--- config.mk ---
export PLATFORM = sky130hd
export DESIGN_NAME = tmr_top
export DESIGN_NICKNAME = d
export VERILOG_FILES = /design/src/shared/tmr_pkg.sv /design/src/logic/tmr_prescale.sv /design/src/logic/tmr_gate.sv /design/src/logic/tmr_top.sv
export SDC_FILE = /design/constraint.sdc
export NUM_CORES = 1
export LEC_CHECK = 0
export BUFFER_PORTS_ARGS = -buffer_cell sky130_fd_sc_hd__buf_2
export CAP_MARGIN = 40
export CELL_PAD_IN_SITES_DETAIL_PLACEMENT = 1
export CELL_PAD_IN_SITES_GLOBAL_PLACEMENT = 2
export CORE_MARGIN = 8
export CORE_UTILIZATION = 41
export CTS_CLUSTER_DIAMETER = 80
export DETAILED_ROUTE_END_ITERATION = 7
export PLACE_DENSITY = 0.84
export SYNTH_ARGS = -nofsm -noshare
export SYNTH_HDL_FRONTEND = slang
export SYNTH_SLANG_ARGS = --single-unit
export TNS_END_PERCENT = 100
--- constraint.sdc ---
create_clock -name I_MCLK -period 4.76 [get_ports I_MCLK]
set_input_delay 0.952 -clock I_MCLK [delete_from_list [all_inputs] [get_ports I_MCLK]]
set_output_delay 0.952 -clock I_MCLK [all_outputs]
set_load 0.01 [all_outputs]
--- src/shared/tmr_pkg.sv ---
// Purpose: constants and types shared by the triple timer block
// Assumes: 8-bit register port, 10 MHz clock, all inputs synchronous
// Notes:   each timer owns a 16-byte register window, window 3 is global
package tmr_pkg;
  localparam int         NUM_TMR    = 3;
  localparam int         CLK_HZ     = 10000000;
  localparam int         ICK_DIV    = 4;           // instruction clock is clock/4
  localparam logic [1:0] ICK_LAST   = 2'(ICK_DIV - 1);
  // offsets inside a timer window
  localparam logic [3:0] OFS_CTRL   = 4'h0;
  localparam logic [3:0] OFS_GCTRL  = 4'h1;
  localparam logic [3:0] OFS_CNTL   = 4'h2;
  localparam logic [3:0] OFS_CNTH   = 4'h3;
  localparam logic [3:0] OFS_CKPIN  = 4'h4;
  localparam logic [3:0] OFS_GPIN   = 4'h5;
  localparam logic [3:0] OFS_CMPL   = 4'h6;
  localparam logic [3:0] OFS_CMPH   = 4'h7;
  localparam logic [3:0] OFS_CCPM   = 4'h8;
  // global window and its offsets
  localparam logic [1:0] WIN_GLOBAL = 2'h3;
  localparam logic [3:0] OFS_STL    = 4'h0;
  localparam logic [3:0] OFS_STH    = 4'h1;
  localparam logic [3:0] OFS_MSKL   = 4'h2;
  localparam logic [3:0] OFS_MSKH   = 4'h3;
  localparam logic [3:0] OFS_IRQC   = 4'h4;
  // control, gate control and unit mode fields
  localparam int         CTRL_RUN   = 0;
  localparam int         CTRL_SYNC  = 2;
  localparam int         CTRL_SOSC  = 3;
  localparam int         CTRL_PS    = 4;
  localparam int         CTRL_CS    = 6;
  localparam logic [7:0] CTRL_WMASK = 8'hfd;
  localparam int         GC_EN      = 7;
  localparam int         GC_POL     = 6;
  localparam int         GC_TOG     = 5;
  localparam int         GC_SP      = 4;
  localparam int         GC_GO      = 3;
  localparam int         GC_SS      = 0;
  localparam logic [7:0] GC_WMASK   = 8'hfb;
  localparam logic [7:0] GC_VBIT    = 8'h04;
  localparam int         CCP_CAP    = 0;
  localparam int         CCP_CMP    = 1;
  localparam int         CCP_TRIG   = 2;
  // status and mask layout, global irq control
  localparam int          ST_OVF    = 0;
  localparam int          ST_GATE   = 4;
  localparam int          ST_CCP    = 8;
  localparam logic [15:0] ST_VALID  = 16'h0777;
  localparam int          IRQC_PERIPHERAL_IRQ_ENABLE = 0;
  localparam int          IRQC_GIE  = 1;

  typedef enum logic [1:0] {
    CS_ICK = 2'b00,
    CS_SYS = 2'b01,
    CS_PIN = 2'b10,
    CS_ALT = 2'b11
  } tmr_cs_type;

  typedef struct packed {
    logic [7:0] addr;
    logic [7:0] wdata;
    logic       wr;
    logic       rd;
  } tmr_bus_type;

  typedef struct packed {
    logic [7:0]  ctrl;
    logic [7:0]  gctrl;
    logic [15:0] count;
    logic [4:0]  ckpin;
    logic [4:0]  gpin;
    logic [15:0] ccpr;
    logic [2:0]  ccpm;
    logic        match;
    logic        cmp_evt;
  } tmr_chan_type;

  typedef struct packed {
    tmr_chan_type [NUM_TMR-1:0] ch;
    logic [15:0]                status;
    logic [15:0]                mask;
    logic [1:0]                 irqc;
    logic [7:0]                 rdata;
    logic [1:0]                 idiv;
    logic                       trig;
  } tmr_state_type;

  localparam tmr_state_type STATE_RST = '0;
endpackage : tmr_pkg

--- src/logic/tmr_prescale.sv ---
// Purpose: clock source selection, sleep gating and prescaler of one timer
// Assumes: external and oscillator inputs are synchronous to the clock
// Notes:   o_inc is a one-cycle count pulse
`timescale 1ns/10ps
module tmr_prescale (
  input  wire logic                i_mclk,
  input  wire logic                i_rst,
  input  wire tmr_pkg::tmr_cs_type i_cs,
  input  wire logic                i_sosc_sel,
  input  wire logic                i_pin,
  input  wire logic                i_sosc,
  input  wire logic                i_ick_tick,
  input  wire logic                i_sleep,
  input  wire logic                i_sync,
  input  wire logic                i_run,
  input  wire logic                i_gate_ok,
  input  wire logic [1:0]          i_ps,
  output logic                     o_inc
);
  typedef struct packed {
    logic       ext;
    logic [2:0] div;
    logic       inc;
  } tmr_ps_type;

  tmr_ps_type s_q;
  tmr_ps_type s_d;
  logic       ext_now;
  logic       tick;
  logic [2:0] mask;

  // pick the source, qualify it for sleep, divide by 1/2/4/8
  always_comb
  begin
    s_d     = s_q;
    ext_now = (i_cs == tmr_pkg::CS_ALT || i_sosc_sel) ? i_sosc : i_pin;
    unique case (i_cs)
      tmr_pkg::CS_ICK: tick = i_ick_tick & ~i_sleep;
      tmr_pkg::CS_SYS: tick = ~i_sleep;
      tmr_pkg::CS_PIN,
      tmr_pkg::CS_ALT: tick = ext_now & ~s_q.ext & (~i_sleep | i_sync);
    endcase
    mask      = 3'h7 >> (2'h3 - i_ps);
    s_d.ext   = ext_now;
    s_d.inc   = 1'b0;
    if (!i_run)
      s_d.div = 3'h0;
    else if (tick && i_gate_ok)
    begin
      if ((s_q.div & mask) == mask)
      begin
        s_d.div = 3'h0;
        s_d.inc = 1'b1;
      end
      else
        s_d.div = s_q.div + 3'h1;
    end
  end

  // state register
  always_ff @(posedge i_mclk)
  begin
    if (i_rst)
      s_q <= '0;
    else
      s_q <= s_d;
  end

  assign o_inc = s_q.inc;
endmodule : tmr_prescale

--- src/logic/tmr_gate.sv ---
// Purpose: gate source, polarity, toggle and single-pulse logic of one timer
// Assumes: gate inputs synchronous to the clock
// Notes:   value, falling edge and done are registered
`timescale 1ns/10ps
module tmr_gate (
  input  wire logic       i_mclk,
  input  wire logic       i_rst,
  input  wire logic       i_pin,
  input  wire logic       i_alt,
  input  wire logic [1:0] i_ss,
  input  wire logic       i_pol,
  input  wire logic       i_tog,
  input  wire logic       i_sp,
  input  wire logic       i_go,
  output logic            o_val,
  output logic            o_fall,
  output logic            o_done
);
  typedef struct packed {
    logic g;
    logic tog;
    logic base;
    logic act;
    logic val;
    logic fall;
    logic done;
  } tmr_gt_type;

  tmr_gt_type s_q;
  tmr_gt_type s_d;
  logic       g;

  // polarity, toggle flop, then single-pulse window
  always_comb
  begin
    s_d      = s_q;
    g        = ((i_ss == 2'h0) ? i_pin : i_alt) ^ ~i_pol;
    s_d.g    = g;
    s_d.fall = 1'b0;
    s_d.done = 1'b0;
    if (!i_tog)
      s_d.tog = 1'b0;
    else if (g && !s_q.g)
      s_d.tog = ~s_q.tog;
    s_d.base = i_tog ? s_d.tog : g;
    if (!i_sp)
      s_d.act = 1'b0;
    else if (!s_q.act && i_go && s_d.base && !s_q.base)
      s_d.act = 1'b1;
    else if (s_q.act && !s_d.base)
    begin
      s_d.act  = 1'b0;
      s_d.done = 1'b1; // single pulse finished
    end
    s_d.val  = i_sp ? s_d.act : s_d.base;
    s_d.fall = s_q.val & ~s_d.val;
  end

  // state register
  always_ff @(posedge i_mclk)
  begin
    if (i_rst)
      s_q <= '0;
    else
      s_q <= s_d;
  end

  assign o_val  = s_q.val;
  assign o_fall = s_q.fall;
  assign o_done = s_q.done;
endmodule : tmr_gate

--- src/logic/tmr_top.sv ---
// Purpose: three 16-bit timers with gate, capture/compare time base
// Assumes: byte register port, read data one cycle after the strobe
// Notes:   window n (addr[5:4]) is timer n, window 3 holds status,
//          mask and irq control; count writes beat trigger clears
//
// Design decisions made here: the register addresses and the address-and-strobe port.
`timescale 1ns/10ps
module tmr_top (
  input  wire logic        I_MCLK,
  input  wire logic        I_RST,
  input  wire logic [7:0]  I_ADDR,
  input  wire logic [7:0]  I_WDATA,
  input  wire logic        I_WR,
  input  wire logic        I_RD,
  output logic      [7:0]  O_RDATA,
  input  wire logic [31:0] I_PINS,
  input  wire logic        I_SOSC,
  input  wire logic [2:0]  I_GATE_ALT,
  input  wire logic [2:0]  I_CAP_EVT,
  input  wire logic        I_SLEEP,
  output logic      [2:0]  O_CMP_EVT,
  output logic             O_ADC_TRIG,
  output logic             O_IRQ,
  output logic             O_WAKE,
  output logic             O_VECTOR,
  output logic             O_SOSC_EN
);
  localparam int N = tmr_pkg::NUM_TMR;

  tmr_pkg::tmr_bus_type   bus;
  tmr_pkg::tmr_state_type s_q;
  tmr_pkg::tmr_state_type s_d;
  logic [N-1:0]           inc;
  logic [N-1:0]           gval;
  logic [N-1:0]           gfall;
  logic [N-1:0]           gdone;
  logic [N-1:0]           win_sel;
  logic [N-1:0]           hit;
  logic [N-1:0]           cwr;
  logic [N-1:0]           sosc_use;
  logic                   ick_tick;
  logic                   glb_sel;
  logic                   pend;

  // register port bundled into one carrier
  assign bus      = '{addr: I_ADDR, wdata: I_WDATA, wr: I_WR, rd: I_RD};
  assign glb_sel  = (bus.addr[5:4] == tmr_pkg::WIN_GLOBAL);
  assign ick_tick = (s_q.idiv == tmr_pkg::ICK_LAST);

  // one timer channel per generate pass
  generate
    for (genvar gi = 0; gi < N; gi++)
    begin : g_tmr
      assign win_sel[gi]  = (bus.addr[5:4] == 2'(gi));
      assign cwr[gi]      = bus.wr && win_sel[gi] &&
                            (bus.addr[3:0] == tmr_pkg::OFS_CNTL ||
                             bus.addr[3:0] == tmr_pkg::OFS_CNTH);
      assign hit[gi]      = s_q.ch[gi].ccpm[tmr_pkg::CCP_CMP] &
                            ~s_q.ch[gi].ccpm[tmr_pkg::CCP_CAP] &
                            (s_q.ch[gi].ccpr == s_q.ch[gi].count);
      assign sosc_use[gi] = s_q.ch[gi].ctrl[tmr_pkg::CTRL_SOSC] |
                            (s_q.ch[gi].ctrl[tmr_pkg::CTRL_CS +: 2] ==
                             tmr_pkg::CS_ALT);

      tmr_prescale u_ps (
        .i_mclk     (I_MCLK),
        .i_rst      (I_RST),
        .i_cs       (tmr_pkg::tmr_cs_type'(s_q.ch[gi].ctrl[tmr_pkg::CTRL_CS +: 2])),
        .i_sosc_sel (s_q.ch[gi].ctrl[tmr_pkg::CTRL_SOSC]),
        .i_pin      (I_PINS[s_q.ch[gi].ckpin]),
        .i_sosc     (I_SOSC),
        .i_ick_tick (ick_tick),
        .i_sleep    (I_SLEEP),
        .i_sync     (s_q.ch[gi].ctrl[tmr_pkg::CTRL_SYNC]),
        .i_run      (s_q.ch[gi].ctrl[tmr_pkg::CTRL_RUN]),
        .i_gate_ok  (~s_q.ch[gi].gctrl[tmr_pkg::GC_EN] | gval[gi]),
        .i_ps       (s_q.ch[gi].ctrl[tmr_pkg::CTRL_PS +: 2]),
        .o_inc      (inc[gi])
      );

      tmr_gate u_gt (
        .i_mclk (I_MCLK),
        .i_rst  (I_RST),
        .i_pin  (I_PINS[s_q.ch[gi].gpin]),
        .i_alt  (I_GATE_ALT[gi]),
        .i_ss   (s_q.ch[gi].gctrl[tmr_pkg::GC_SS +: 2]),
        .i_pol  (s_q.ch[gi].gctrl[tmr_pkg::GC_POL]),
        .i_tog  (s_q.ch[gi].gctrl[tmr_pkg::GC_TOG]),
        .i_sp   (s_q.ch[gi].gctrl[tmr_pkg::GC_SP]),
        .i_go   (s_q.ch[gi].gctrl[tmr_pkg::GC_GO]),
        .o_val  (gval[gi]),
        .o_fall (gfall[gi]),
        .o_done (gdone[gi])
      );

      assign O_CMP_EVT[gi] = s_q.ch[gi].cmp_evt;

    end
  endgenerate

  // next state: global registers, then per-timer events and registers
  always_comb
  begin
    s_d       = s_q;
    s_d.idiv  = s_q.idiv + 2'h1;
    s_d.trig  = 1'b0;
    s_d.rdata = 8'h00;
    // global window; status clears first so events below win
    if (bus.wr && glb_sel)
    begin
      case (bus.addr[3:0])
        tmr_pkg::OFS_STL:  s_d.status[7:0]  = s_q.status[7:0] & ~bus.wdata;
        tmr_pkg::OFS_STH:  s_d.status[15:8] = s_q.status[15:8] & ~bus.wdata;
        tmr_pkg::OFS_MSKL: s_d.mask[7:0]    = bus.wdata & tmr_pkg::ST_VALID[7:0];
        tmr_pkg::OFS_MSKH: s_d.mask[15:8]   = bus.wdata & tmr_pkg::ST_VALID[15:8];
        tmr_pkg::OFS_IRQC: s_d.irqc         = bus.wdata[1:0];
        default: ;
      endcase
    end
    if (bus.rd && glb_sel)
    begin
      case (bus.addr[3:0])
        tmr_pkg::OFS_STL:  s_d.rdata = s_q.status[7:0];
        tmr_pkg::OFS_STH:  s_d.rdata = s_q.status[15:8];
        tmr_pkg::OFS_MSKL: s_d.rdata = s_q.mask[7:0];
        tmr_pkg::OFS_MSKH: s_d.rdata = s_q.mask[15:8];
        tmr_pkg::OFS_IRQC: s_d.rdata = {6'h00, s_q.irqc};
        default:           s_d.rdata = 8'h00;
      endcase
    end
    for (int i = 0; i < N; i++)
    begin
      s_d.ch[i].cmp_evt = 1'b0;
      // count advance; wrap to zero flags overflow
      if (inc[i])
      begin
        s_d.ch[i].count = s_q.ch[i].count + 16'h0001;
        if (s_q.ch[i].count == 16'hffff)
          s_d.status[tmr_pkg::ST_OVF + i] = 1'b1;
      end
      // compare edge: event, unit flag, optional trigger clear
      s_d.ch[i].match = hit[i];
      if (hit[i] && !s_q.ch[i].match)
      begin
        s_d.ch[i].cmp_evt = 1'b1;
        s_d.status[tmr_pkg::ST_CCP + i] = 1'b1;
        if (s_q.ch[i].ccpm[tmr_pkg::CCP_TRIG])
        begin
          s_d.ch[i].count = 16'h0000;
          s_d.trig        = 1'b1;
        end
      end
      // capture copies the whole count
      if (I_CAP_EVT[i] && s_q.ch[i].ccpm[tmr_pkg::CCP_CAP])
      begin
        s_d.ch[i].ccpr = s_q.ch[i].count;
        s_d.status[tmr_pkg::ST_CCP + i] = 1'b1;
      end
      if (gfall[i])
        s_d.status[tmr_pkg::ST_GATE + i] = 1'b1;
      if (gdone[i])
        s_d.ch[i].gctrl[tmr_pkg::GC_GO] = 1'b0;
      // timer window writes, applied last so they take precedence
      if (bus.wr && win_sel[i])
      begin
        case (bus.addr[3:0])
          tmr_pkg::OFS_CTRL:  s_d.ch[i].ctrl  = bus.wdata & tmr_pkg::CTRL_WMASK;
          tmr_pkg::OFS_GCTRL: s_d.ch[i].gctrl = bus.wdata & tmr_pkg::GC_WMASK;
          tmr_pkg::OFS_CNTL:  s_d.ch[i].count = {s_q.ch[i].count[15:8], bus.wdata};
          tmr_pkg::OFS_CNTH:  s_d.ch[i].count = {bus.wdata, s_q.ch[i].count[7:0]};
          tmr_pkg::OFS_CKPIN: s_d.ch[i].ckpin = bus.wdata[4:0];
          tmr_pkg::OFS_GPIN:  s_d.ch[i].gpin  = bus.wdata[4:0];
          tmr_pkg::OFS_CMPL:  s_d.ch[i].ccpr[7:0]  = bus.wdata;
          tmr_pkg::OFS_CMPH:  s_d.ch[i].ccpr[15:8] = bus.wdata;
          tmr_pkg::OFS_CCPM:  s_d.ch[i].ccpm = bus.wdata[2:0];
          default: ;
        endcase
      end
      // timer window reads, unimplemented bits as zero
      if (bus.rd && win_sel[i])
      begin
        case (bus.addr[3:0])
          tmr_pkg::OFS_CTRL:  s_d.rdata = s_q.ch[i].ctrl;
          tmr_pkg::OFS_GCTRL: s_d.rdata = s_q.ch[i].gctrl |
                                          (gval[i] ? tmr_pkg::GC_VBIT : 8'h00);
          tmr_pkg::OFS_CNTL:  s_d.rdata = s_q.ch[i].count[7:0];
          tmr_pkg::OFS_CNTH:  s_d.rdata = s_q.ch[i].count[15:8];
          tmr_pkg::OFS_CKPIN: s_d.rdata = {3'h0, s_q.ch[i].ckpin};
          tmr_pkg::OFS_GPIN:  s_d.rdata = {3'h0, s_q.ch[i].gpin};
          tmr_pkg::OFS_CMPL:  s_d.rdata = s_q.ch[i].ccpr[7:0];
          tmr_pkg::OFS_CMPH:  s_d.rdata = s_q.ch[i].ccpr[15:8];
          tmr_pkg::OFS_CCPM:  s_d.rdata = {5'h00, s_q.ch[i].ccpm};
          default:            s_d.rdata = 8'h00;
        endcase
      end
    end
  end

  // state register
  always_ff @(posedge I_MCLK)
  begin
    if (I_RST)
      s_q <= tmr_pkg::STATE_RST;
    else
      s_q <= s_d;
  end

  // interrupt, wake and vector request
  assign pend       = |(s_q.status & s_q.mask);
  assign O_IRQ      = pend & s_q.irqc[tmr_pkg::IRQC_PERIPHERAL_IRQ_ENABLE];
  assign O_WAKE     = O_IRQ & I_SLEEP;
  assign O_VECTOR   = O_IRQ & s_q.irqc[tmr_pkg::IRQC_GIE];
  assign O_SOSC_EN  = |sosc_use;
  assign O_ADC_TRIG = s_q.trig;
  assign O_RDATA    = s_q.rdata;
endmodule : tmr_top

[Word level (Yosys, flattened, before mapping)]
Cells that the tools add are included.
Word-level totals
  word-level logic and storage cells: 443
  input bits: 60
  register bits: 257
  output and inout port bits: 16
Cells by class
  muxes and demuxes: 131
  reduce and logical (&&, ||, !) cells: 110
  add/subtract/negate cells: 10
  equal/unequal tests: 36
  order comparisons: 6
  shift-type cells: 3
  bitwise operators: 69
Operators with widths (number)
  $pmux W8 S9: 3
  $mux W16: 12
  $mux W49: 3
  $pmux W16 S2: 3
  $mux W8: 11
  $mux W1: 66
  $reduce_and A2 Y1: 26
  $add A16 B1 Y16 const B: 3
  $eq A16 B16 Y1: 3
  $eq A16 B16 Y1 const B: 3
  $pmux W8 S5: 1
  $lt A5 B6 Y1 const B: 6
  $mux W3: 11
  $logic_and A1 B1 Y1: 32
  $bmux W1 S5: 6
  $mux W5: 6
  $mux W29: 1
  $not A1 Y1: 28
  $or A8 B3 Y8: 3
  $reduce_or A3 Y1: 7
  $and A1 B1 Y1: 19
  $eq A2 B2 Y1 const B: 9
  $reduce_bool A3 Y1: 6
  $and A16 B11 Y16: 1
  27 further kinds: 96

[Depth between registers and ports, before layout]
Gate-level depths: netlist of the first run.
  word-level depth: 16
  depth in mapped cells: 10
  mapped depth without buffers: 9

[Cells and area by module]
From an unflattened synthesis of the first run, not the netlist that was laid out.
Second synthesis, totals
  cell total of the unflattened synthesis: 1885
  area, all modules: 15516.1 um^2
By module, submodules not included
  tmr_top: instances 1, seq. area each 4424.2 um^2, area each 13736.9 um^2, cells each 1672
  tmr_gate: instances 3, seq. area each 140.1 um^2, area each 312.8 um^2, cells each 34
  tmr_prescale: instances 3, seq. area each 100.1 um^2, area each 280.3 um^2, cells each 37

[Worst setup path before layout of the first run]
OpenSTA, ideal clock, no wires.
  path kind: in2reg
  from: input port I_ADDR[2]
  to: register s_q[82] in the netlist's numbering
  arrival time: 2.550 ns
  setup time: 0.128 ns
  stages on the path: 8
  path buffers: 2
  required time: 4.632 ns
  path slack: 2.083 ns
  path through: clkbuf_1 nor2_2 nand3_1 nor3_2 a21oi_1 buf_2 a222oi_1 nor2_1
On the way
  cells in the longest elaborated chain, start to end: 3
  elaborated cells on any way between the ends: 5
  those cells by class: 3 x eq/ne; 2 x mux
RTL lines
  from (decl): RTL line tmr_top.sv:11  | input wire logic [7:0] I_ADDR,
  $eq A4 B2 Y1: RTL line tmr_top.sv:166  | case (bus.addr[3:0])
  $pmux W16 S2: RTL line tmr_top.sv:166
  $mux W49: RTL line tmr_top.sv:164  | if (bus.wr && win_sel[i])
  to (signal assigned): RTL line tmr_top.sv:203  | s_q <= tmr_pkg::STATE_RST;
  to (decl): RTL line tmr_top.sv:31  | tmr_pkg::tmr_state_type s_q;
Parallel ways exist; a longest one is shown, timed or not.
A chain may end at the register's enable or synchronous reset.

[Worst setup path after layout of the first run]
  from: input port I_ADDR[0]
  to: register s_q, in the netlist O_RDATA[1]
On the way
  cells in the longest elaborated chain, start to end: 6
  elaborated cells on any way between the ends: 17
  those cells by class: 8 x eq/ne; 8 x mux; 1 x reduce/logical
RTL lines
  $eq A4 B3 Y1, or another cell as far along: RTL line tmr_top.sv:122, tmr_top.sv:182
  $pmux W8 S5: RTL line tmr_top.sv:122  | case (bus.addr[3:0])
  $mux W8: RTL line tmr_top.sv:120  | if (bus.rd && glb_sel)
  $mux W8 (2 in series): RTL line tmr_top.sv:180  | if (bus.rd && win_sel[i])
  $mux W8 (*): RTL line tmr_top.sv:180
Every way passes the cells marked *; elsewhere a longest branch is shown, timed or not.

==> summary.md, run 1 <==
| Metric | Value |
|---|---|
| Cell Pwr Density | `302 nW/um^2` |
| Clock root cell | `sky130_fd_sc_hd__clkbuf_16` |
| Combined area of the multi-input logic cells | `9450 um^2` |
| Share of synthesized flip-flops with an asynchronous set or reset | `0%` |
| Post-synthesis register bit count | `257` |
| Number of buffers inserted by port buffering | `73` |
| Clock slew at reported path FFs | `0.06 ns` |
| Post-synth EDFFs | `0` |
| Startpoint type of the worst setup path | `primary input` |
| Count of hold buffers inserted by post-cts repair | `0` |
| Max Freq | `319 MHz` |
| Top FF cell, synth | `sky130_fd_sc_hd__dfxtp_1` |
| Violation count after the first detailed-routing iteration | `1,550` |
| Max IR drop VDD | `0.288 mV` |
| Req. time, crit path | `5.30 ns` |
| Initial core utilization | `41.4%` |
| Transition time at the pin with the least slew margin | `1.02 ns` |
| Post-synthesis to final-layout area growth | `11.3%` |
| Type of the setup path with the least slack | `in -> reg` |
| Largest net degree at the start of global routing | `91` |
| FF/Latch Area | `5140 um^2` |
| Post-placement worst setup slack | `1.22 ns` |
| Portion of the post-synthesis area used by sequential elements | `33.2%` |
| Global-route met3 utilization | `3.80%` |
| Number of placed I/O pins | `76` |
| Minimum setup slack in the final design | `1.62 ns` |
| Chip height | `210 um` |
| LEAKAGE | `0.00576 uW` |
| Type of the tightest min-delay check | `reg -> reg` |
| Wire length per cell | `25.8 um` |
| Total GRT Usage | `27.5%` |
| Total of max-cap violations | `0` |
| Core region area | `37,400 um^2` |
| Met1 demand-to-capacity share in global routing | `37.5%` |
| Synthesis warning total | `0` |
| Leading cell type in the layout, fill and taps excluded | `sky130_fd_sc_hd__dfxtp_1` |
| Vias in the first global route | `15,200` |
| Fraction of layout instances using a drive strength above 1 | `12.1%` |
| Drt total wl | `62,800 um` |
| Clock period minus worst slack | `3.14 ns` |
| Wire length of the first global-routing pass | `95,600 um` |
| Worst setup startpoint | `I_ADDR[0]` |
| Fin. max-slew vios | `0` |
| Number of buffers between clock root and the deepest sink | `3` |
| Die area | `44,200 um^2` |
| Number of distinct library cells after synthesis | `72` |
| Detail-routed via count per cell | `6.31` |
| Detailed-routing iteration count for the pre-antenna-repair pass | `6` |
| Worst-skew pair later-pin latency | `0.61 ns` |
| Floorplan die width | `210 um` |
| Final-report hold violation count | `0` |
| Hpwl dp | `45,200 um` |
| Detailed-route via count | `15,400` |
| Worst Path Arrival | `3.67 ns` |
| Worst hold start | `s_q[46]$_SDFF_PP0_` |
| Crit Path Max Fanout | `18` |
| Highest-utilization routing layer at the global route stage | `met2` |
| H-tree depth reported by CTS | `1` |
| Number of fillers in the final layout | `4,481` |
| DRC | `0` |
| Number of clock sinks seen by CTS | `257` |
| Cell count after synthesis | `1,927` |
| Initial antenna violation count | `1` |
| TritonCTS Buffers | `31` |
| Post-Route Setup TNS | `0 ns` |
| Final count of negative-setup-slack endpoints | `0` |
| Unrepaired setup endpoints after global routing | `false` |
| RePlAce Congestion | `0.959` |
| Kind of end point of the critical path | `register` |
| Met2 demand-to-capacity share in global routing | `44.0%` |
| Clock skew | `0.0318 ns` |
| Worst-case headroom to the max-slew limit | `32.3%` |
| Tcrit/Tclk final | `65.9%` |
| Combined area of all synthesized cells | `15,500 um^2` |
| Startpoint of the lowest-slack register-to-register path | `s_q[192]$_SDFFE_PP0P_` |
| Resize count post-CTS | `0` |
| Synthesized area per cell | `8.03 um^2` |
| Overflow left after global routing | `0` |
| Setup Buffers After CTS | `0` |
| TritonCTS clock tree | `yes` |
| Number of nets in the final layout | `1,969` |
| Number of routed nets with antenna violations | `0` |
| Num rows | `71` |
| Status | `finished, final reports clean` |
| Nets in the synthesized netlist | `1,994` |
| Commonest cells after routing, fill and taps aside | `sky130_fd_sc_hd__dfxtp_1, sky130_fd_sc_hd__nand2_1, sky130_fd_sc_hd__nor2_1, sky130_fd_sc_hd__a21oi_1, sky130_fd_sc_hd__mux2i_1` |
## flip-flops by register name, summed over array words and instances, names as in the netlist
name,count
O_ADC_TRIG,1
O_CMP_EVT,3
O_RDATA,8
g_tmr.u_gt.o_done,3
g_tmr.u_gt.o_fall,3
g_tmr.u_gt.o_val,3
g_tmr.u_gt.s_q,12
g_tmr.u_ps.o_inc,3
g_tmr.u_ps.s_q,12
s_q,209
## stage by stage
step	cells	power (uW)	hold slack (ns)	instance area [um^2]	utilization [%]
floorplan	1927	2460	0.399	15500	-
global placement	2370	2620	0.408	15900	42.6
detailed placement	2379	2630	0.416	16100	43.1
CTS	2435	5230	0.434	17200	46.0
global route	2437	5350	0.452	17200	46.1
finish	2437	5210	0.435	17200	46.1
## power breakdown
part / switching [uW] / internal [uW] / leakage [uW] / total [uW]
clock network: 1040 / 1570 / 0.000554 / 2610
registers: 27.1 / 2170 / 0.00207 / 2200
logic: 279 / 118 / 0.00314 / 397
total: 1350 / 3860 / 0.00576 / 5210
## metal layers
| layer | part of all wire (%) | vias to the layer above | routed length (um) |
|---|---|---|---|
| li1 | - | 6991 | - |
| met1 | 45 | 7716 | 28100 |
| met2 | 46 | 552 | 28700 |
| met3 | 6.1 | 122 | 3830 |
| met4 | 3.5 | 0 | 2190 |
| met5 | 0 | - | 0 |
## path summary, 6_finish.rpt
kind                                     end  slack (ns)  cells past startpoint
max                    O_RDATA[1]$_SDFF_PP0_        1.62                      8
min                  O_CMP_EVT[0]$_SDFF_PP0_        0.43                      1
min reg2reg          O_CMP_EVT[0]$_SDFF_PP0_        0.43                      1
max reg2reg  g_tmr[2].u_gt.s_q[5]$_SDFF_PP0_        1.98                      9
## cell usage after synthesis (8+ instances only)
cell type                    n  area (um^2)
sky130_fd_sc_hd__dfxtp_1   257         5140
sky130_fd_sc_hd__nand2_1   225          845
sky130_fd_sc_hd__nor2_1    223          837
sky130_fd_sc_hd__a21oi_1   144          721
sky130_fd_sc_hd__mux2i_1   125         1250
sky130_fd_sc_hd__nand3_1   119          596
sky130_fd_sc_hd__clkbuf_1  104          390
sky130_fd_sc_hd__a22oi_1    92          691
sky130_fd_sc_hd__o21ai_0    64          320
sky130_fd_sc_hd__a311oi_1   55          482
sky130_fd_sc_hd__nor3_1     39          195
sky130_fd_sc_hd__xor2_1     37          324
sky130_fd_sc_hd__buf_2      28          140
sky130_fd_sc_hd__a211oi_1   24          180
sky130_fd_sc_hd__inv_1      24         90.1
sky130_fd_sc_hd__nand2b_1   24          150
sky130_fd_sc_hd__nor2b_1    23          144
sky130_fd_sc_hd__a22o_1     22          193
sky130_fd_sc_hd__nand4_1    22          138
sky130_fd_sc_hd__mux4_2     20          450
sky130_fd_sc_hd__buf_4      17          128
sky130_fd_sc_hd__a31oi_1    15         93.8
sky130_fd_sc_hd__xnor2_1    14          123
sky130_fd_sc_hd__and2_1     12         75.1
sky130_fd_sc_hd__nor4_1     12         75.1
sky130_fd_sc_hd__buf_1      11         41.3
sky130_fd_sc_hd__nand3b_1   11         82.6
sky130_fd_sc_hd__and3_1     10         62.6
sky130_fd_sc_hd__or2_2      10         62.6
sky130_fd_sc_hd__mux2_2      9          101
sky130_fd_sc_hd__a221oi_1    8         70.1
sky130_fd_sc_hd__mux4_1      8          210
## critical path, cell delays in order
cell	delay (ns)
sky130_fd_sc_hd__buf_2	0.24
sky130_fd_sc_hd__buf_4	0.27
sky130_fd_sc_hd__nor3_1	0.51
sky130_fd_sc_hd__and2_0	0.88
sky130_fd_sc_hd__a222oi_1	0.16
sky130_fd_sc_hd__a31oi_1	0.35
sky130_fd_sc_hd__a311oi_1	0.13
sky130_fd_sc_hd__a21oi_1	0.17
## cell type report
cell class	instances	share of cell area (%)
multi-input cells	1474	54.9
flip-flops and latches	257	29.9
clock buffers	35	4.76
repair buffers	114	4.55
well taps	511	3.71
clock inverters	21	1.71
inverters	24	0.523
diodes	1	0.0145
## logic make-up (layout without fill, tap and decap cells)
family / after synthesis / count (layout) / share of synthesized area (%)
other: 0 / 1 / 0
DFF: 257 / 257 / 33.2
buffers and inverters: 196 / 194 / 5.77
and+or+nand+nor: 769 / 769 / 23.1
muxes: 165 / 165 / 13.2
AOI/OAI and AO/OA: 479 / 479 / 20.9
adders and majority gates: 7 / 7 / 0.566
xor gates and xnor gates: 54 / 54 / 3.20
Power figures use the tool's default switching activity.
==> inputs of run 2 (changes only) <==
Settings changed: ABC_AREA set to 1, CORE_UTILIZATION 41 to 31, PLACE_DENSITY 0.84 to 0.73.
Clock period 4.76 ns to 2.74 ns, I/O delays scaled along.
==> summary.md, run 2 <==
| Metric | Value |
|---|---|
| Status | `finished, final reports clean` |
| Detailed-routing iteration count for the pre-antenna-repair pass | `5 (-1)` |
| Clock slew at reported path FFs | `0.06 ns (about the same)` |
| Buffers plus inverters on the worst setup path | `1 (-1)` |
| Worst hold start | `I_WDATA[5]` |
| Synthesized area per cell | `6.46 um^2 (-20%)` |
| Number of nets in the final layout | `2,552 (+30%)` |
| Floorplan die width | `240 um (+14%)` |
| Complex-gate fraction of the synthesized area | `24.6% (+3.7 points)` |
| Fraction of layout instances using a drive strength above 1 | `12.2% (+0.11 points)` |
| RR Endpoint | `g_tmr[0].u_ps.s_q[2]$_SDFFE_PP0P_` |
| Net switching component of the power | `2400 uW (+79%)` |
| Part of the power in the clock network | `51.7% (+1.5 points)` |
| Cell area after placement | `16,900 um^2 (+4.9%)` |
| Portion of the post-synthesis area used by sequential elements | `33.1% (-0.12 points)` |
| DRC | `0 (unchanged)` |
| Core region area | `49,900 um^2 (+33%)` |
| Dominant combinational cell family by area after synthesis | `simple AND/OR/NAND/NOR gates` |
| Type of the tightest min-delay check | `in -> reg` |
| Die area | `57,500 um^2 (+30%)` |
| Share of the synthesized area in the top cell type | `33.1% (-0.12 points)` |
| Max Freq | `392 MHz` |
| Final Core Density | `36.3% (-9.7 points)` |
| Number of antenna diodes | `0 (-1)` |
| Final count of negative-setup-slack endpoints | `0 (unchanged)` |
| Register-to-register setup slack | `0.19 ns (-1.79 ns)` |
| RePlAce Congestion | `0.928 (-3.3%)` |
| Worst-case headroom to the max-slew limit | `54.7% (+22 points)` |
| Initial antenna violation count | `1 (unchanged)` |
| Detailed-route via count | `17,700 (+15%)` |
| Tcrit/Tclk final | `93.0%` |
| Number of distinct library cells after synthesis | `52 (-28%)` |
| Cell taking the most area after synthesis | `sky130_fd_sc_hd__dfxtp_1` |
| Synthesis warning total | `0 (unchanged)` |
| Clock period minus worst slack | `2.55 ns` |
| Kind of cell adding the most delay to the critical path | `simple AND/OR/NAND/NOR gates` |
| Total of max-cap violations | `0 (unchanged)` |
| Hpwl dp | `57,500 um (+27%)` |
| Post-placement cell count | `3,121 (+31%)` |
| Number of placed I/O pins | `76 (unchanged)` |
| Hold endpoint | `s_q[42]$_SDFFE_PP0P_` |
| Max incr delay on CP | `0.44 ns (-0.44 ns)` |
| Total GRT Usage | `25.9% (-1.5 points)` |
| Clock root cell | `sky130_fd_sc_hd__clkbuf_16` |
| Wire length of the first global-routing pass | `113,000 um (+19%)` |
| Share of cell area taken by muxes after synthesis | `0.145% (-13 points)` |
| Post-Route Setup TNS | `0 ns (unchanged)` |
| Number of buffers between clock root and the deepest sink | `3 (unchanged)` |
| Met3 layer wire length in the routed design | `4600 um (+20%)` |
| TritonCTS Buffers | `34 (+9.7%)` |
| Startpoint type of the worst setup path | `register` |
| Post-layout instance count excluding filler cells | `3,179 (+30%)` |
| Finished layout cell area | `18,100 um^2 (+5.2%)` |
| CP Cell Sequence | `inv_1 > o21ai_0 > o22ai_1 > nand2_1 > nand2_1 > nand2_1 > nand3_1 > nand3_1 > nand2_1 > nand2_1 > nand2_1 > nand2_1 > o21ai_0 > nor2_1` |
| Top metal layer carrying routed signals | `met4` |
| Num rows | `82 (+15%)` |
| Registers with the most flip-flops | `s_q (209), g_tmr.u_gt.s_q (12), g_tmr.u_ps.s_q (12)` |
| Met2 layer wire length in the routed design | `33,600 um (+17%)` |
| Most frequent cell on the critical path | `sky130_fd_sc_hd__nand2_1` |
| Share of synthesized flip-flops with an asynchronous set or reset | `0% (unchanged)` |
| Unrepaired setup endpoints after global routing | `false` |
| H-tree depth reported by CTS | `2 (+1)` |
| Resize count post-CTS | `0 (unchanged)` |
| Switching part of the total power | `25.3% (-0.58 points)` |
| Leading cell type by number of instances after synthesis | `sky130_fd_sc_hd__nand2_1` |
| Chip height | `240 um (+14%)` |
| Max FFs per register | `209 (unchanged)` |
| Area share of xor/xnor cells in the synthesized design | `2.82% (-0.38 points)` |
| Worst hold path depth | `4 (+3)` |
| Kind of end point of the critical path | `register` |
| Max IR drop VDD | `0.330 mV (+15%)` |
| Sequential share of power | `40.1% (-2.1 points)` |
| Int Pwr | `7110 uW (+84%)` |
| Count of hold buffers inserted by post-cts repair | `0 (unchanged)` |
| TritonCTS clock tree | `yes` |
| Setup Buffers After CTS | `0 (unchanged)` |
| Nets in the synthesized netlist | `2,471 (+24%)` |
| Number of routed nets with antenna violations | `0 (unchanged)` |
| Post-synthesis to final-layout area growth | `16.6%` |
| Startpoint of the lowest-slack register-to-register path | `s_q[72]$_SDFFE_PP0P_` |
| Crit path max-delay cell type | `sky130_fd_sc_hd__dfxtp_1` |
| Post-synth EDFFs | `0 (unchanged)` |
| LEAKAGE | `0.00720 uW (+25%)` |
| Fin. max-slew vios | `0 (unchanged)` |
| Most flops, register | `s_q` |
| Clock skew | `0.0221 ns (-0.00976 ns)` |
| Req. time, crit path | `3.18 ns (-2.12 ns)` |
| Combined area of all synthesized cells | `15,500 um^2 (+0.35%)` |
| Transition time at the pin with the least slew margin | `0.678 ns (-0.338 ns)` |
| Number of buffers inserted by port buffering | `73 (unchanged)` |
| Number of clock sinks seen by CTS | `257 (unchanged)` |
| Drt total wl | `75,800 um (+21%)` |
| Overflow left after global routing | `0 (unchanged)` |
| Synth Area in Simple Gates | `28.3% (+5.2 points)` |
| Post-Synth Adder-Cell Area | `0.564% (-0.0020 points)` |
| Vias in the first global route | `17,800 (+17%)` |
| Top FF cell, synth | `sky130_fd_sc_hd__dfxtp_1` |
| Cell count after synthesis | `2,404 (+25%)` |
| Initial core utilization | `31.2% (-10 points)` |
| Worst setup startpoint | `s_q[72]$_SDFFE_PP0P_` |
| Detail-routed via count per cell | `5.56 (-12%)` |
| Crit Path Max Fanout | `12 (-6)` |
| Type of the setup path with the least slack | `reg -> reg` |
| R2R cell count | `14 (+5)` |
| Final-report hold violation count | `0 (unchanged)` |
| Leading cell type in the layout, fill and taps excluded | `sky130_fd_sc_hd__nand2_1` |
| Met1 WL | `34,800 um (+24%)` |
| Wire length per cell | `23.9 um (-7.4%)` |
| Largest net degree at the start of global routing | `74 (-19%)` |
| Leading cell types by count after synthesis | `sky130_fd_sc_hd__nand2_1, sky130_fd_sc_hd__o21ai_0, sky130_fd_sc_hd__dfxtp_1, sky130_fd_sc_hd__a21oi_1, sky130_fd_sc_hd__inv_1` |
| Cell Pwr Density | `525 nW/um^2 (+74%)` |
| Synth area leaders | `sky130_fd_sc_hd__dfxtp_1, sky130_fd_sc_hd__nand2_1, sky130_fd_sc_hd__o21ai_0` |
| Share of power burned in combinational logic | `8.2% (+0.6 points)` |
| Post-synthesis register bit count | `257 (unchanged)` |
| Power, Total | `9520 uW (+83%)` |
| Worst-skew pair later-pin latency | `0.55 ns (-0.06 ns)` |
| Commonest cells after routing, fill and taps aside | `sky130_fd_sc_hd__nand2_1, sky130_fd_sc_hd__o21ai_0, sky130_fd_sc_hd__dfxtp_1, sky130_fd_sc_hd__a21oi_1, sky130_fd_sc_hd__inv_1` |
| Worst Path Arrival | `2.99 ns (-0.68 ns)` |
| Violation count after the first detailed-routing iteration | `1,233 (-20%)` |
-- run 2: cell types whose count changed after synthesis, moves of 49 or more --
| cell | change |
|---|---|
| sky130_fd_sc_hd__o22ai_1 | +49 |
| sky130_fd_sc_hd__a21oi_1 | +85 |
| sky130_fd_sc_hd__a311oi_1 | -55 |
| sky130_fd_sc_hd__inv_1 | +203 |
| sky130_fd_sc_hd__o21ai_0 | +275 |
| sky130_fd_sc_hd__a22oi_1 | -88 |
| sky130_fd_sc_hd__nand3_1 | +71 |
| sky130_fd_sc_hd__mux2i_1 | -125 |
| sky130_fd_sc_hd__nand2_1 | +256 |
-- run 2: area by class of cell --
cell class                      instances  area (um^2)
Fill cell                            6517        31700
Tap cell                              672          841
Multi-Input combinational cell       1766         8760
Timing Repair Buffer                  173         1180
Sequential cell                       257         5140
Inverter                              253          965
Clock inverter                          8          169
Clock buffer                           50         1050
-- run 2: logic make-up after synthesis --
kind of cell / Yosys count
simple gates: 1006
mux: 2
xor+xnor: 50
flops: 257
buf+inv: 381
compound gates: 701
fa+ha+maj: 7
-- run 2: power groups by stage --
stage               registers [uW]  logic [uW]  clock network, uW
floorplan                     3880         373                  0
global placement              3900         754                  0
detailed placement            3900         767                  0
CTS                           3810         768               5010
global route                  3820         832               5180
finish                        3820         779               4920
-- run 2: how the worst max path moves through the flow --
stage                                   endpoint  cells past startpoint
6_report       g_tmr[0].u_ps.s_q[2]$_SDFFE_PP0P_                     14
5_1_grt        g_tmr[0].u_ps.s_q[2]$_SDFFE_PP0P_                     14
4_1_cts                                 O_VECTOR                      7
3_5_place_dp               O_RDATA[1]$_SDFF_PP0_                     11
3_3_place_gp               O_RDATA[1]$_SDFF_PP0_                     11
2_1_floorplan              s_q[208]$_SDFFE_PP0P_                      9
-- run 2: tightest hold or removal path: stages --
cell,delay [ns]
sky130_fd_sc_hd__buf_2,0.11
sky130_fd_sc_hd__nand2_1,0.06
sky130_fd_sc_hd__nand3_1,0.06
sky130_fd_sc_hd__inv_1,0.03
-- run 2: layer usage --
layer	vias up	GRT usage, %
li1	8283	-
met1	8680	35.2
met2	568	41.5
met3	145	3.67
met4	0	9.50
met5	-	0
-- run 2: per-stage QoR --
step	hold slack (ns)	setup WS, ns
2_1_floorplan	0.399	0.882
3_3_place_gp	0.407	0.124
3_5_place_dp	0.421	0.0715
4_1_cts	0.295	0.235
5_1_grt	0.333	0.0511
6_report	0.315	0.191
